**config.mk**
```make
export PLATFORM = sky130hd
export DESIGN_NAME = auto_reload_baud_timer
export DESIGN_NICKNAME = d
export VERILOG_FILES = /design/src/verilog/baud_timer_pkg.sv /design/src/verilog/auto_reload_baud_timer.sv
export SDC_FILE = /design/constraint.sdc
export NUM_CORES = 1
export LEC_CHECK = 0
export BUFFER_PORTS_ARGS = -buffer_cell sky130_fd_sc_hd__buf_2
export CAP_MARGIN = 0
export CELL_PAD_IN_SITES_DETAIL_PLACEMENT = 0
export CELL_PAD_IN_SITES_GLOBAL_PLACEMENT = 1
export CORE_ASPECT_RATIO = 1.75
export CORE_MARGIN = 10
export CORE_UTILIZATION = 41
export CTS_CLUSTER_DIAMETER = 80
export DETAILED_ROUTE_END_ITERATION = 10
export PLACE_DENSITY_LB_ADDON = 0.3
export SETUP_SLACK_MARGIN = 0.05
export SLEW_MARGIN = 10
export SYNTH_ARGS = -nofsm -noshare
export SYNTH_HDL_FRONTEND = slang
export SYNTH_SLANG_ARGS = --single-unit
```
**constraint.sdc**
```tcl
create_clock -name clk_i -period 4.2 [get_ports clk_i]
set_clock_uncertainty 0.1 [all_clocks]
set_input_delay 0.21 -clock clk_i [delete_from_list [all_inputs] [get_ports clk_i]]
set_output_delay 0.21 -clock clk_i [all_outputs]
set_load 0.01 [all_outputs]
```
**src/verilog/baud_timer_pkg.sv**
```systemverilog
// package for the auto-reload / baud-rate timer
package baud_timer_pkg;
   localparam int unsigned CNT_W        = 16;
   localparam logic [15:0] CNT_RESET    = 16'h0000;
   localparam logic [15:0] CNT_MAX      = 16'hFFFF;
   localparam logic [15:0] RELOAD_RESET = 16'h0000;
   // overflows are halved into the baud tick (x2 of the 1/32 divisor)
   localparam int unsigned BAUD_DIV     = 2;

   typedef enum logic {
      MODE_AUTO_RELOAD,
      MODE_BAUD_GEN
   } timer_mode_e;

   // control bits from the cpu side
   typedef struct packed {
      logic rx_baud_select;
      logic tx_baud_select;
      logic run_control;
      logic capture_reload_select;
      logic counter_timer_select;
      logic external_event_enable;
      logic clock_out_enable;
      logic down_count_enable;
   } timer_ctrl_s;

   // byte writes from the cpu side
   typedef struct packed {
      logic       wr_count_low;
      logic       wr_count_high;
      logic       wr_reload_low;
      logic       wr_reload_high;
      logic       set_flag;
      logic       clr_flag;
      logic [7:0] wdata;
   } timer_wr_s;
endpackage

```
**src/verilog/auto_reload_baud_timer.sv**
```systemverilog
// 16-bit auto-reload timer with baud-rate generator mode
`timescale 1ns/1ns
`default_nettype none
module auto_reload_baud_timer
   import baud_timer_pkg::*;
(
   input  wire logic        clk_i,
   input  wire logic        rstn_i,
   input  wire timer_ctrl_s ctrl_i,
   input  wire timer_wr_s   wr_i,
   input  wire logic        global_irq_enable_i,
   input  wire logic        timer_irq_enable_i,
   input  wire logic        alt_baud_tick_i,
   output logic      [15:0] count_o,
   output logic      [15:0] reload_o,
   output logic             overflow_flag_o,
   output logic             irq_o,
   output logic             rx_baud_tick_o,
   output logic             tx_baud_tick_o
);

   ////////////////////////////////////////////////////////////////
   timer_mode_e mode;
   logic [15:0] count_r, count_nxt;
   logic [15:0] reload_r, reload_nxt;
   logic        flag_r, flag_nxt;
   logic        half_r, half_nxt;
   logic        tick_r, tick_nxt;
   logic        irq_r, irq_nxt;
   logic        rxt_r, rxt_nxt;
   logic        txt_r, txt_nxt;
   logic        ovf;

   always_comb begin
      if (ctrl_i.rx_baud_select || ctrl_i.tx_baud_select) begin
         mode = MODE_BAUD_GEN;
      end else begin
         mode = MODE_AUTO_RELOAD;
      end
   end

   // overflow needs run, so a stopped count parked at FFFF never reloads
   // run gate
   assign ovf = ctrl_i.run_control && (count_r == CNT_MAX);

   ////////////////////////////////////////////////////////////////
   always_comb begin
      count_nxt  = count_r;
      reload_nxt = reload_r;
      if (ctrl_i.run_control) begin
         count_nxt = count_r + 16'h0001;
      end
      if (ovf) begin
         count_nxt = reload_r;
      end
      // byte write applied last so software always sees its value land
      // cpu byte write wins over count
      if (wr_i.wr_count_low) begin
         count_nxt[7:0] = wr_i.wdata;
      end
      if (wr_i.wr_count_high) begin
         count_nxt[15:8] = wr_i.wdata;
      end
      // no guard here: reload writes in baud mode just disturb the rate
      if (wr_i.wr_reload_low) begin
         reload_nxt[7:0] = wr_i.wdata;
      end
      if (wr_i.wr_reload_high) begin
         reload_nxt[15:8] = wr_i.wdata;
      end
   end

   // no hardware set in baud mode
   always_comb begin
      flag_nxt = flag_r;
      if (wr_i.clr_flag) begin
         flag_nxt = 1'b0;
      end
      if (wr_i.set_flag || (ovf && mode == MODE_AUTO_RELOAD)) begin
         flag_nxt = 1'b1;
      end
   end

   always_comb begin
      irq_nxt = flag_r && global_irq_enable_i && timer_irq_enable_i;
   end

   // divide overflows by two; serial port divides by 16
   always_comb begin
      half_nxt = half_r;
      tick_nxt = 1'b0;
      if (ovf && mode == MODE_BAUD_GEN) begin
         half_nxt = ~half_r;
         tick_nxt = half_r;
      end
   end

   // own tick leaves two edges after its overflow, alt ticks one edge late
   // route each direction
   always_comb begin
      if (ctrl_i.rx_baud_select) begin
         rxt_nxt = tick_r;
      end else begin
         rxt_nxt = alt_baud_tick_i;
      end
      if (ctrl_i.tx_baud_select) begin
         txt_nxt = tick_r;
      end else begin
         txt_nxt = alt_baud_tick_i;
      end
   end

   ////////////////////////////////////////////////////////////////
   // one bank of flops; every output leaves straight from here
   always_ff @(posedge clk_i or negedge rstn_i) begin
      if (!rstn_i) begin
         count_r  <= CNT_RESET;
         reload_r <= RELOAD_RESET;
         flag_r   <= 1'b0;
         half_r   <= 1'b0;
         tick_r   <= 1'b0;
         irq_r    <= 1'b0;
         rxt_r    <= 1'b0;
         txt_r    <= 1'b0;
      end else begin
         count_r  <= count_nxt;
         reload_r <= reload_nxt;
         flag_r   <= flag_nxt;
         half_r   <= half_nxt;
         tick_r   <= tick_nxt;
         irq_r    <= irq_nxt;
         rxt_r    <= rxt_nxt;
         txt_r    <= txt_nxt;
      end
   end

   assign count_o         = count_r;
   assign reload_o        = reload_r;
   assign overflow_flag_o = flag_r;
   assign irq_o           = irq_r;
   assign rx_baud_tick_o  = rxt_r;
   assign tx_baud_tick_o  = txt_r;

   ////////////////////////////////////////////////////////////////
   chk_reload_on_ovf: assert property (@(posedge clk_i) disable iff (!rstn_i)
      (ovf && !wr_i.wr_count_low && !wr_i.wr_count_high) |=> count_r == $past(reload_r))
      else $error("counter not reloaded on overflow");
   chk_flag_set_ovf: assert property (@(posedge clk_i) disable iff (!rstn_i)
      (ovf && mode == MODE_AUTO_RELOAD) |=> flag_r)
      else $error("overflow flag not set");
   chk_flag_baud_quiet: assert property (@(posedge clk_i) disable iff (!rstn_i)
      (!flag_r && !wr_i.set_flag && mode == MODE_BAUD_GEN) |=> !flag_r)
      else $error("flag set in baud mode");
   chk_flag_sticky: assert property (@(posedge clk_i) disable iff (!rstn_i)
      (flag_r && !wr_i.clr_flag) |=> flag_r)
      else $error("flag dropped without clear");
   chk_irq_gate: assert property (@(posedge clk_i) disable iff (!rstn_i)
      irq_r == $past(flag_r && global_irq_enable_i && timer_irq_enable_i))
      else $error("irq not gated correctly");
   chk_run_stop: assert property (@(posedge clk_i) disable iff (!rstn_i)
      (!ctrl_i.run_control && !wr_i.wr_count_low && !wr_i.wr_count_high)
      |=> $stable(count_r))
      else $error("counter moved while stopped");
   chk_count_up: assert property (@(posedge clk_i) disable iff (!rstn_i)
      (ctrl_i.run_control && !ovf && !wr_i.wr_count_low && !wr_i.wr_count_high)
      |=> count_r == $past(count_r) + 16'h0001)
      else $error("counter did not increment");
   chk_low_write: assert property (@(posedge clk_i) disable iff (!rstn_i)
      wr_i.wr_count_low |=> count_r[7:0] == $past(wr_i.wdata))
      else $error("low byte write lost");
   chk_baud_tick: assert property (@(posedge clk_i) disable iff (!rstn_i)
      (ovf && mode == MODE_BAUD_GEN && half_r) ##1 ctrl_i.rx_baud_select
      |=> rx_baud_tick_o)
      else $error("rx baud tick missing");
   chk_baud_tick_tx: assert property (@(posedge clk_i) disable iff (!rstn_i)
      (ovf && mode == MODE_BAUD_GEN && half_r) ##1 ctrl_i.tx_baud_select
      |=> tx_baud_tick_o)
      else $error("tx baud tick missing");
   chk_half_toggle: assert property (@(posedge clk_i) disable iff (!rstn_i)
      (ovf && mode == MODE_BAUD_GEN) |=> half_r != $past(half_r))
      else $error("baud divider did not toggle");
   chk_high_write: assert property (@(posedge clk_i) disable iff (!rstn_i)
      wr_i.wr_count_high |=> count_r[15:8] == $past(wr_i.wdata))
      else $error("high byte write lost");
   chk_reload_low_write: assert property (@(posedge clk_i) disable iff (!rstn_i)
      wr_i.wr_reload_low |=> reload_r[7:0] == $past(wr_i.wdata))
      else $error("reload low byte write lost");
   chk_reload_high_write: assert property (@(posedge clk_i) disable iff (!rstn_i)
      wr_i.wr_reload_high |=> reload_r[15:8] == $past(wr_i.wdata))
      else $error("reload high byte write lost");
   chk_rx_alt_route: assert property (@(posedge clk_i) disable iff (!rstn_i)
      !ctrl_i.rx_baud_select |=> rx_baud_tick_o == $past(alt_baud_tick_i))
      else $error("rx alternate tick not forwarded");
   chk_tx_alt_route: assert property (@(posedge clk_i) disable iff (!rstn_i)
      !ctrl_i.tx_baud_select |=> tx_baud_tick_o == $past(alt_baud_tick_i))
      else $error("tx alternate tick not forwarded");
   chk_baud_no_irq: assert property (@(posedge clk_i) disable iff (!rstn_i)
      (!flag_r && !wr_i.set_flag && mode == MODE_BAUD_GEN) |=> ##1 !irq_o)
      else $error("interrupt raised by baud overflow");

endmodule
`default_nettype wire

```
==> After elaboration in Yosys (flattened, before gate mapping) <==
Cells that the tools add are included.
{ "word_totals": {"elab_cells": 34, "register_bits": 38, "out_inout_bits": 36, "inputBits": 27} }
{ "classes": {"mux": 10, "n_reduce_logical": 10, "eq_ne": 1, "bitwise_logic": 2, "n_addsub": 1} }
{ "op_table": {"columns": ["cell", "count"], "rows": [
  ["$mux W16", 2],
  ["$add A16 B1 Y16 const B", 1],
  ["$eq A16 B16 Y1 const B", 1],
  ["$mux W8", 2],
  ["$mux W1", 6],
  ["$reduce_bool A3 Y1", 2],
  ["$logic_and A1 B1 Y1", 5],
  ["$logic_or A1 B1 Y1", 2],
  ["$not A1 Y1", 2],
  ["$reduce_bool A2 Y1", 1]
]} }

==> Longest topological paths before layout <==
Gate-level depths: netlist (run 1).
{ "logic_depth": {"depth_word": 6, "depth_mapped": 8, "depth_no_buf": 6} }

==> Worst setup path before layout (run 1) <==
No wires, ideal clock.
{ "synth_timing": {"path_kind": "reg2reg", "from": "register count_r[0], in the netlist count_o[0]", "to": "register count_r[0], in the netlist count_o[0]", "path_stages_with_launch": 8, "setup_time_ns": 0.069, "required_ns": 4.031, "period_less_slack_ns": 1.821, "path_slack_ns": 2.379, "path_buffers": 1, "arrival_ns": 1.651, "cell_sequence": "dfrtp_1 > ha_1 > and4_4 > and3_4 > and2_4 > buf_6 > or3_1 > nand3_1"} }
{ "synth_via": {"elab_chain_cells": 4, "word_cells_on_any_way": 7, "cone_classes": "add/sub: 1; eq/ne: 1; mux: 3; reduce/logical: 2"} }
{ "synth_rtl": {"columns": ["item", "line_no", "rtl"], "rows": [
  ["start, declared", "auto_reload_baud_timer.sv:24", "logic [15:0] count_r, count_nxt;"],
  ["start signal, assigned", "auto_reload_baud_timer.sv:126", "count_r <= count_nxt;"],
  ["$add A16 B1 Y16 / $eq A16 B16 Y1 (equally long branches)", "auto_reload_baud_timer.sv:51, auto_reload_baud_timer.sv:44", null],
  ["$mux W16 / $logic_and A1 B1 Y1 (equally long branches)", "auto_reload_baud_timer.sv:50, auto_reload_baud_timer.sv:44", null],
  ["$mux W16", "auto_reload_baud_timer.sv:53", "if (ovf) begin"],
  ["$mux W8", "auto_reload_baud_timer.sv:58", "if (wr_i.wr_count_low) begin"]
]} }
Parallel ways exist; a longest one is shown, timed or not. The select of a mux whose other input is x is not followed.
A chain may end at the register's enable or synchronous reset.

==> Worst setup path in the final report (run 1) <==
{ "layout_timing": {"from": "register count_r[13], in the netlist count_o[13]", "to": "register half_r"} }
{ "layout_via": {"elab_chain_cells": 3} }
{ "layout_rtl": {"columns": ["item", "line_no", "rtl"], "rows": [
  ["$eq A16 B16 Y1", "auto_reload_baud_timer.sv:44", "assign ovf = ctrl_i.run_control && (count_r == CNT_MAX);"],
  ["$logic_and A1 B1 Y1", "auto_reload_baud_timer.sv:44", null],
  ["$logic_and A1 B1 Y1", "auto_reload_baud_timer.sv:92", "if (ovf && mode == MODE_BAUD_GEN) begin"],
  ["end signal, assigned", "auto_reload_baud_timer.sv:129", "half_r <= half_nxt;"],
  ["end, declared", "auto_reload_baud_timer.sv:27", "logic half_r, half_nxt;"]
]} }
No other way between the ends.

==> impl_table.tex, run 1 <==
\begin{tabular}{lr}
\hline
Metric & Value \\
\hline
\multicolumn{2}{l}{\textbf{Die}} \\
Number of rows created at floorplan & 33 \\
Initial Utilization & about two fifths \\
Top-Level Pins & 63 \\
Placeable core region & 4666 sq um \\
Die Span Y & 111.2 um \\
Die Outline Area & 8017 sq um \\
Die span in x & 72.11 um \\
\multicolumn{2}{l}{\textbf{Global route}} \\
Number of global-route vias before repair & 1741 \\
Largest net degree at the start of global routing & 39 \\
Antenna violations before repair & 0 \\
Total global routing overflow & 0 \\
Total global-route track usage & a little over an eighth \\
First-pass GRT wire length & 8.638 mm \\
\multicolumn{2}{l}{\textbf{Synthesis}} \\
Largest family of logic cells by synthesized area & simple AND/OR/NAND/NOR gates \\
Warning count from the yosys run & 0 \\
Syn avg cell area & 10.09 sq um \\
Mapped cell area & 1948 sq um \\
Compound-gate portion of the synthesized area & between 10 and 15\% \\
Total nets after synthesis & roughly 220 \\
Area share of xor/xnor cells in the synthesized design & $\sim$4.5\% \\
Multiplexer share of the synthesized area & between 10 and 15\% \\
Netlist cell types & 34 \\
Post-synthesis instance total & 193 \\
Arithmetic-cell share of the synthesized area counting full adders, half adders and majority gates & 0.6423\% \\
Flops \& latches, synth & 38 \\
Async set-reset flop share out of synthesis & 100.0\% \\
Part of the Yosys area used for sequential elements & 48.81\% \\
Number of flops mapped to enable cells by yosys & 0 \\
Most instantiated flip-flop cell in the synthesis netlist & sky130\_fd\_sc\_hd\_\_dfrtp\_1 \\
Share of synthesized cell area in and, or, nand and nor gates & between 20\% and 30\% \\
\multicolumn{2}{l}{\textbf{Clock tree}} \\
Maximum buffer depth of the clock tree & 2 \\
CTS clk-pin slew, worst paths & approximately 0.080 ns \\
Clock tree from TritonCTS & yes \\
Buffer count from post-CTS setup fixing & 0 \\
Clock latency at the later pin of the worst-skew pair & between 0.2 and 0.3 ns \\
H-tree level count & 2 \\
Cell at the root of the clock tree & sky130\_fd\_sc\_hd\_\_clkbuf\_8 \\
Total number of clock tree sinks & 38 \\
Total CTS buffers & 5 \\
\multicolumn{2}{l}{\textbf{STA}} \\
Setup violations, final & 0 \\
Number of pins exceeding their max-slew limit in the final report & 0 \\
Final worst-path cycle share & 46.04\% \\
Setup repair after global routing missed its margin & false \\
Fin. Hold Viols & 0 \\
Slew of the pin with the lowest slew margin & 0.8593 ns \\
Setup TNS & 0 ns \\
Minimum clock period after layout & 1.934 ns \\
Remaining max-slew budget at the tightest pin & 42.72\% \\
Fmax & 517.1 MHz \\
\multicolumn{2}{l}{\textbf{Routing}} \\
Number of design rule violations left after detail routing & 0 \\
Mean routed wirelength per cell & 17.82 um \\
Drt total wl & 5.363 mm \\
Length of the first detailed-routing pass in iterations & 4 \\
Number of DRC markers after the initial detailed-route iteration & 84 \\
Number of nets with antenna violations after routing & 0 \\
Detailed-route via count & roughly 1700 \\
Post-detailed-route via-to-cell ratio & 5.568 \\
\multicolumn{2}{l}{\textbf{Pwr}} \\
Overall Power & between 0.9 and 1 mW \\
Areal power density over the cells & 409.4 nW/um\^{}2 \\
Pleak & 1.068 nW \\
Largest vdd supply drop & 0.3492 mV \\
\multicolumn{2}{l}{\textbf{Cells and area}} \\
Number of inserted filler cells in the final layout & 452 \\
Ratio of cells with drive above 1 in the final layout & 34.94\% \\
Cell Count, Final, Fillers Out & 301 \\
Final layout net count & 276 \\
Area Overhead vs Synth & 23.06\% \\
Ant diodes & 0 \\
Final standard cell utilization of the core & roughly half \\
\multicolumn{2}{l}{\textbf{Outcome}} \\
Status & finished clean \\
\multicolumn{2}{l}{\textbf{Setup path}} \\
Slowest cell delay on critical path & approximately 0.45 ns \\
Data arrival, critical path & about 2.1 ns \\
Cell chain of the critical path & nand4\_1 > nor3\_1 > nand2\_1 > nor2\_1 > xor2\_1 \\
Critical R2R Launch & count\_o[13] \\
Crit. End Element & flop \\
CP max FO & 7 \\
Startpoint kind of the worst setup timing path & flop \\
Worst setup path startpoint & count\_o[13] \\
CP max-delay cell & sky130\_fd\_sc\_hd\_\_dfrtp\_1 \\
Critical Path RT & 4.32 ns \\
Kind of critical path & reg2reg \\
\multicolumn{2}{l}{\textbf{Place}} \\
Post-detailed-placement half-perimeter wirelength & 4.122 mm \\
Placed cell count & approximately 290 \\
\# port buffers & between 50 and 60 \\
Global placement routability congestion & 0.7549 \\
\multicolumn{2}{l}{\textbf{Run}} \\
Number of maximum-capacitance constraint violations & 0 \\
\multicolumn{2}{l}{\textbf{Worst hold path}} \\
Worst min-delay path startpoint & wr\_i[9] \\
Path class of the lowest-slack min-delay path & in2reg \\
\hline
\end{tabular}
worst max-delay path, delay by kind of cell, from the launching register on:
kind          cells  cell delay, ns
simple gates      4            1.15
xor+xnor          1            0.16
flops             1            0.45
per-stage QoR:
stage	cell area, sq um	worst slack [ns]	hold WS, ns
after global placement	2245	2.161	0.2825
final	2397	2.266	0.02111
after detailed placement	2245	2.140	0.2744
after global routing	2397	2.077	0.03038
after CTS	2397	2.225	0.02020
after floorplan	1948	2.379	-0.1856
what timing repair did:
item	CTS	global route
setup endpoints to repair	0	0
hold buffers	1	0
hold endpoints to repair	38	0
resized for setup	0	0
registers in the layout (all words and copies together) (netlist names):
register,flops
overflow_flag_o,1
half_r,1
tx_baud_tick_o,1
rx_baud_tick_o,1
irq_o,1
count_o,16
tick_r,1
reload_o,16
Yosys cell counts, types with 3 or more instances:
master / count / area (sq um)
sky130_fd_sc_hd__dfrtp_1: 38 / 950.9
sky130_fd_sc_hd__xnor2_1: 7 / 61.31
sky130_fd_sc_hd__o21ai_0: 10 / 50.05
sky130_fd_sc_hd__nor2_1: 17 / 63.81
sky130_fd_sc_hd__nand2_1: 13 / 48.80
sky130_fd_sc_hd__and3_1: 3 / 18.77
sky130_fd_sc_hd__a22oi_1: 4 / 30.03
sky130_fd_sc_hd__xor2_1: 3 / 26.28
sky130_fd_sc_hd__nor3b_1: 6 / 45.04
sky130_fd_sc_hd__nand4_1: 4 / 25.02
sky130_fd_sc_hd__nor3_1: 3 / 15.01
sky130_fd_sc_hd__nand3_1: 19 / 95.09
sky130_fd_sc_hd__o211ai_1: 4 / 30.03
sky130_fd_sc_hd__clkbuf_1: 7 / 26.28
sky130_fd_sc_hd__a21oi_1: 12 / 60.06
sky130_fd_sc_hd__a31oi_1: 3 / 18.77
sky130_fd_sc_hd__mux2_2: 17 / 191.4
layer usage:
layer	GRT usage (%)	share of wire, %	up-vias	wire length (um)
met5	0	0	-	0
met4	4.280	1.2	0	62
met3	4.122	5.9	6	319
met2	23.84	53	50	2833
met1	14.22	40	818	2147
li1	-	-	802	-
cell usage in the layout, fill, tap and decap left out, types with 4 or more instances in the layout:
master	Yosys	layout
sky130_fd_sc_hd__a21oi_1	12	12
sky130_fd_sc_hd__a22oi_1	4	4
sky130_fd_sc_hd__buf_2	0	57
sky130_fd_sc_hd__clkbuf_8	0	6
sky130_fd_sc_hd__dfrtp_1	38	38
sky130_fd_sc_hd__mux2_2	17	17
sky130_fd_sc_hd__nand2_1	13	13
sky130_fd_sc_hd__nand3_1	19	19
sky130_fd_sc_hd__nand4_1	4	4
sky130_fd_sc_hd__nor2_1	17	17
sky130_fd_sc_hd__nor3b_1	6	6
sky130_fd_sc_hd__o211ai_1	4	4
sky130_fd_sc_hd__o21ai_0	10	10
sky130_fd_sc_hd__xnor2_1	7	7
path summary, 6_finish.rpt:
| path | cells after the start | to | slack [ns] |
|---|---|---|---|
| max | 5 | half_r | 2.27 |
| min | 2 | overflow_flag_o | 0.02 |
| max reg2reg | 5 | half_r | 2.27 |
| min reg2reg | 1 | half_r | 0.37 |
| max in group asynchronous | 2 | count_o[13] | 2.99 |
| min in group asynchronous | 2 | count_o[12] | 0.46 |
power by group:
group / internal, mW / switching [mW]
Sequential: 0.399 / 0.0389
Combinational: 0.0725 / 0.0852
Clock: 0.253 / 0.132
cell type report:
class / instances / area, sq um / share of cell area, %
Sequential cell: 38 / 950.9 / 39.67
Inverter: 2 / 7.507 / 0.3132
Timing Repair Buffer: 58 / 295.3 / 12.32
Tap cell: 52 / 65.06 / 2.714
Clock buffer: 6 / 82.58 / 3.445
Clock inverter: 2 / 60.06 / 2.505
Multi-Input combinational cell: 143 / 935.9 / 39.04
logic make-up after synthesis:
kind of cell,count (synthesis)
AOI/OAI and AO/OA,37
xor gates and xnor gates,10
adders and majority gates,1
buffers and inverters,12
DFF,38
muxes,19
and+or+nand+nor,76
No activity file was read; power rests on OpenSTA's default activity.
==> run 2, diff against run 1 <==
- ABC_AREA: default -> 1
- CORE_UTILIZATION: 41 -> 33
- clock period: 4.2 -> 1.7 ns (I/O delays scaled with it)
==> impl_table.tex, run 2 <==
\begin{tabular}{lr}
\hline
Metric & Value \\
\hline
\multicolumn{2}{l}{\textbf{STA}} \\
Fin. Hold Viols & 1 (+1) \\
Fmax & 625.4 MHz (+21\%) \\
Setup repair after global routing missed its margin & true \\
Setup violations, final & 0 (unchanged) \\
Slew of the pin with the lowest slew margin & 0.6307 ns (-0.2286 ns) \\
Minimum clock period after layout & 1.599 ns (-0.3348 ns) \\
Number of pins exceeding their max-slew limit in the final report & 0 (unchanged) \\
Min setup slack post-route & 0.1010 ns (-2.165 ns) \\
Final worst-path cycle share & 94.06\% (+48 points) \\
Worst hold slack & -0.004817 ns (-0.02593 ns) \\
Remaining max-slew budget at the tightest pin & 57.95\% (+15 points) \\
\multicolumn{2}{l}{\textbf{Global route}} \\
Met3 GRT Util & 2.809\% (-1.3 points) \\
Antenna violations before repair & 0 (unchanged) \\
Largest net degree at the start of global routing & 28 (-28\%) \\
Total global-route track usage & 14.34\% (+0.93 points) \\
Layer with the highest usage after global routing & met2 \\
Met2 capacity usage during global routing & 24.91\% (+1.1 points) \\
Number of global-route vias before repair & 2286 (+31\%) \\
Total global routing overflow & 0 (unchanged) \\
First-pass GRT wire length & 11.66 mm (+35\%) \\
Met1 routing resource usage after global routing & 16.78\% (+2.6 points) \\
\multicolumn{2}{l}{\textbf{Place}} \\
Post-placement cell area & 2715 sq um (+21\%) \\
Post-detailed-placement half-perimeter wirelength & 5.420 mm (+31\%) \\
Placed cell count & 445 (+52\%) \\
Pre-CTS setup slack & 0.07377 ns (-2.066 ns) \\
\# port buffers & 57 (unchanged) \\
Global placement routability congestion & 0.8365 (+11\%) \\
\multicolumn{2}{l}{\textbf{Routing}} \\
Number of nets with antenna violations after routing & 0 (unchanged) \\
Length of the first detailed-routing pass in iterations & 5 (+1) \\
Post-detailed-route via-to-cell ratio & 4.729 (-15\%) \\
Drt total wl & 7.171 mm (+34\%) \\
Mean routed wirelength per cell & 15.29 um (-14\%) \\
Detailed-route via count & 2218 (+32\%) \\
Number of DRC markers after the initial detailed-route iteration & 171 (+100\%) \\
Number of design rule violations left after detail routing & 0 (unchanged) \\
\multicolumn{2}{l}{\textbf{Setup path}} \\
CP max-delay cell & sky130\_fd\_sc\_hd\_\_dfrtp\_1 \\
CP max FO & 8 (+1) \\
Critical Path RT & 1.81 ns (-2.51 ns) \\
Worst setup path startpoint & count\_o[1] \\
Critical R2R Launch & count\_o[1] \\
Cell chain of the critical path & ha\_4 > nand2\_4 > nor2\_4 > nand2\_4 > nor2\_8 > buf\_12 > nand2\_8 > nand3\_1 > nand3\_1 > nand2\_1 \\
Startpoint kind of the worst setup timing path & flop \\
Slowest cell delay on critical path & 0.38 ns (-0.07 ns) \\
R2R Setup Slk & 0.10 ns (-2.17 ns) \\
Cell family with most CP delay & simple AND/OR/NAND/NOR gates \\
Worst path bufs/invs & 1 (+1) \\
Crit. End Element & flop \\
Data arrival, critical path & 1.71 ns (-0.34 ns) \\
Kind of critical path & reg2reg \\
FF-to-FF End & count\_o[9] \\
Cell depth of the worst flop-to-flop path & 10 (+5) \\
\multicolumn{2}{l}{\textbf{Run}} \\
Number of maximum-capacitance constraint violations & 0 (unchanged) \\
\multicolumn{2}{l}{\textbf{Cells and area}} \\
Number of inserted filler cells in the final layout & 688 (+52\%) \\
Sequential Area & 955.9 sq um (+0.53\%) \\
Final layout net count & 415 (+50\%) \\
Ant diodes & 0 (unchanged) \\
Post-route standard cell area excluding fillers & 3074 sq um (+28\%) \\
Ratio of cells with drive above 1 in the final layout & 29.46\% (-5.5 points) \\
Commonest non-fill, non-tap cell in the layout & sky130\_fd\_sc\_hd\_\_nand2\_1 \\
Area of the multi-input gates & 1082 sq um (+16\%) \\
Commonest non-fill, non-tap cells in the layout & sky130\_fd\_sc\_hd\_\_nand2\_1, sky130\_fd\_sc\_hd\_\_buf\_2, sky130\_fd\_sc\_hd\_\_nand3\_1 \\
Area Overhead vs Synth & 42.02\% \\
Cell Count, Final, Fillers Out & 469 (+56\%) \\
\multicolumn{2}{l}{\textbf{Pwr}} \\
Areal power density over the cells & 827.5 nW/um\^{}2 (+100\%) \\
Largest vdd supply drop & 0.4904 mV (+40\%) \\
Pleak & 1.643 nW (+54\%) \\
\multicolumn{2}{l}{\textbf{Die}} \\
Die Span Y & 127.1 um (+14\%) \\
Placeable core region & 6441 sq um (+38\%) \\
Number of rows created at floorplan & 39 (+18\%) \\
Die span in x & 81.22 um (+13\%) \\
Die Outline Area & 10330 sq um (+29\%) \\
Top-Level Pins & 63 (unchanged) \\
Initial Utilization & 33.61\% (-8.1 points) \\
\multicolumn{2}{l}{\textbf{Synthesis}} \\
Mapped cell area & 2165 sq um (+11\%) \\
Top area cells in the synthesized netlist & sky130\_fd\_sc\_hd\_\_dfrtp\_1, sky130\_fd\_sc\_hd\_\_nand2\_1, sky130\_fd\_sc\_hd\_\_nand3\_1 \\
Flops \& latches, synth & 38 (unchanged) \\
Most instantiated flip-flop cell in the synthesis netlist & sky130\_fd\_sc\_hd\_\_dfrtp\_1 \\
Most frequent cell after synthesis & sky130\_fd\_sc\_hd\_\_nand2\_1 \\
Netlist cell types & 26 (-24\%) \\
Cell taking the most area after synthesis & sky130\_fd\_sc\_hd\_\_dfrtp\_1 \\
Async set-reset flop share out of synthesis & 100.0\% (unchanged) \\
Part of the Yosys area used for sequential elements & 43.93\% (-4.9 points) \\
Post-synthesis instance total & 290 (+50\%) \\
Number of flops mapped to enable cells by yosys & 0 (unchanged) \\
Top cell types by occurrence after synthesis & sky130\_fd\_sc\_hd\_\_nand2\_1, sky130\_fd\_sc\_hd\_\_nand3\_1, sky130\_fd\_sc\_hd\_\_dfrtp\_1, sky130\_fd\_sc\_hd\_\_inv\_1, sky130\_fd\_sc\_hd\_\_nor2\_1 \\
Total nets after synthesis & 318 (+44\%) \\
Warning count from the yosys run & 0 (unchanged) \\
Top-area cell type share of the netlist area & 43.93\% (-4.9 points) \\
Syn avg cell area & 7.464 sq um (-26\%) \\
\multicolumn{2}{l}{\textbf{Outcome}} \\
Failing checks & hold timing \\
Status & complete, but fails checks \\
\multicolumn{2}{l}{\textbf{Clock tree}} \\
Clock latency at the later pin of the worst-skew pair & 0.28 ns (about the same) \\
Total number of clock tree sinks & 38 (unchanged) \\
Cell at the root of the clock tree & sky130\_fd\_sc\_hd\_\_clkbuf\_16 \\
Maximum buffer depth of the clock tree & 2 (unchanged) \\
Clock tree from TritonCTS & yes \\
Total CTS buffers & 5 (unchanged) \\
H-tree level count & 2 (unchanged) \\
CTS clk-pin slew, worst paths & 0.06 ns (-0.02 ns) \\
\multicolumn{2}{l}{\textbf{Worst hold path}} \\
Path class of the lowest-slack min-delay path & in2reg \\
Worst min-delay path startpoint & wr\_i[4] \\
Hold Path Stages & 3 (+1) \\
Capture endpoint of the worst hold path & reload\_o[4] \\
\hline
\end{tabular}
-- run 2: worst register-to-register path, cell delays in order, from the launching register on --
cell and delay (ns):
sky130_fd_sc_hd__dfrtp_1 0.38, sky130_fd_sc_hd__ha_4 0.17, sky130_fd_sc_hd__nand2_4 0.05, sky130_fd_sc_hd__nor2_4 0.15, sky130_fd_sc_hd__nand2_4 0.09, sky130_fd_sc_hd__nor2_8 0.14, sky130_fd_sc_hd__buf_12 0.12, sky130_fd_sc_hd__nand2_8 0.07
sky130_fd_sc_hd__nand3_1 0.11, sky130_fd_sc_hd__nand3_1 0.08, sky130_fd_sc_hd__nand2_1 0.08
-- run 2: cell type report --
cell class              instances  area share (%)
flip-flops and latches         38           31.09
clock buffers                   7           4.640
multi-input cells             208           35.21
inverters                      38           4.640
repair buffers                 96           21.08
well taps                      82           3.337
-- run 2: worst max-delay path by stage --
stage	endpoint	slack [ns]	cells after the start
after floorplan	count_o[3]	0.05	10
after global placement	count_o[3]	0.11	9
after detailed placement	count_o[3]	0.07	9
after CTS	count_o[3]	0.06	9
after global routing	count_o[13]	-0.003	11
final	count_o[9]	0.10	10
-- run 2: per-layer routing --
metal	routed length, um	vias to the layer above
met4	227	0
li1	-	1131
met3	400	12
met1	2848	1008
met2	3695	67
met5	0	-
-- run 2: power breakdown --
part | leakage (nW) | switching, mW | total (mW) | internal, mW
combinational | 1.11 | 0.331 | 0.575 | 0.243
sequential | 0.461 | 0.0648 | 1.05 | 0.989
clock | 0.0700 | 0.339 | 0.915 | 0.576
total | 1.64 | 0.735 | 2.54 | 1.81
-- run 2: logic make-up after synthesis --
family                     Yosys count  share of synthesized area (%)
buffers and inverters               45                          8.381
and+or+nand+nor                    172                          36.59
adders and majority gates            1                         0.5779
DFF                                 38                          43.93
xor gates and xnor gates             6                          2.428
muxes                                2                          1.040
AOI/OAI and AO/OA                   26                          7.052
-- run 2: repair_timing --
| action | 4_1_cts | 5_1_grt |
|---|---|---|
| hold buffers | 10 | 0 |
| buffers inserted | 0 | 6 |
| setup endpoints to repair | 0 | 17 |
| hold endpoints to repair | 31 | 0 |
| gates resized for setup | 0 | 11 |
-- run 2: stage by stage --
stage	hold slack, ns	TNS, ns	power, mW	utilization (%)
after floorplan	-0.3106	0	1.335	-
after global placement	0.03607	0	1.609	42.15
after detailed placement	0.04416	0	1.617	42.15
after CTS	0.0004821	0	2.563	45.92
after global routing	0.02055	-0.002990	2.697	47.73
final	-0.004817	0	2.544	47.73
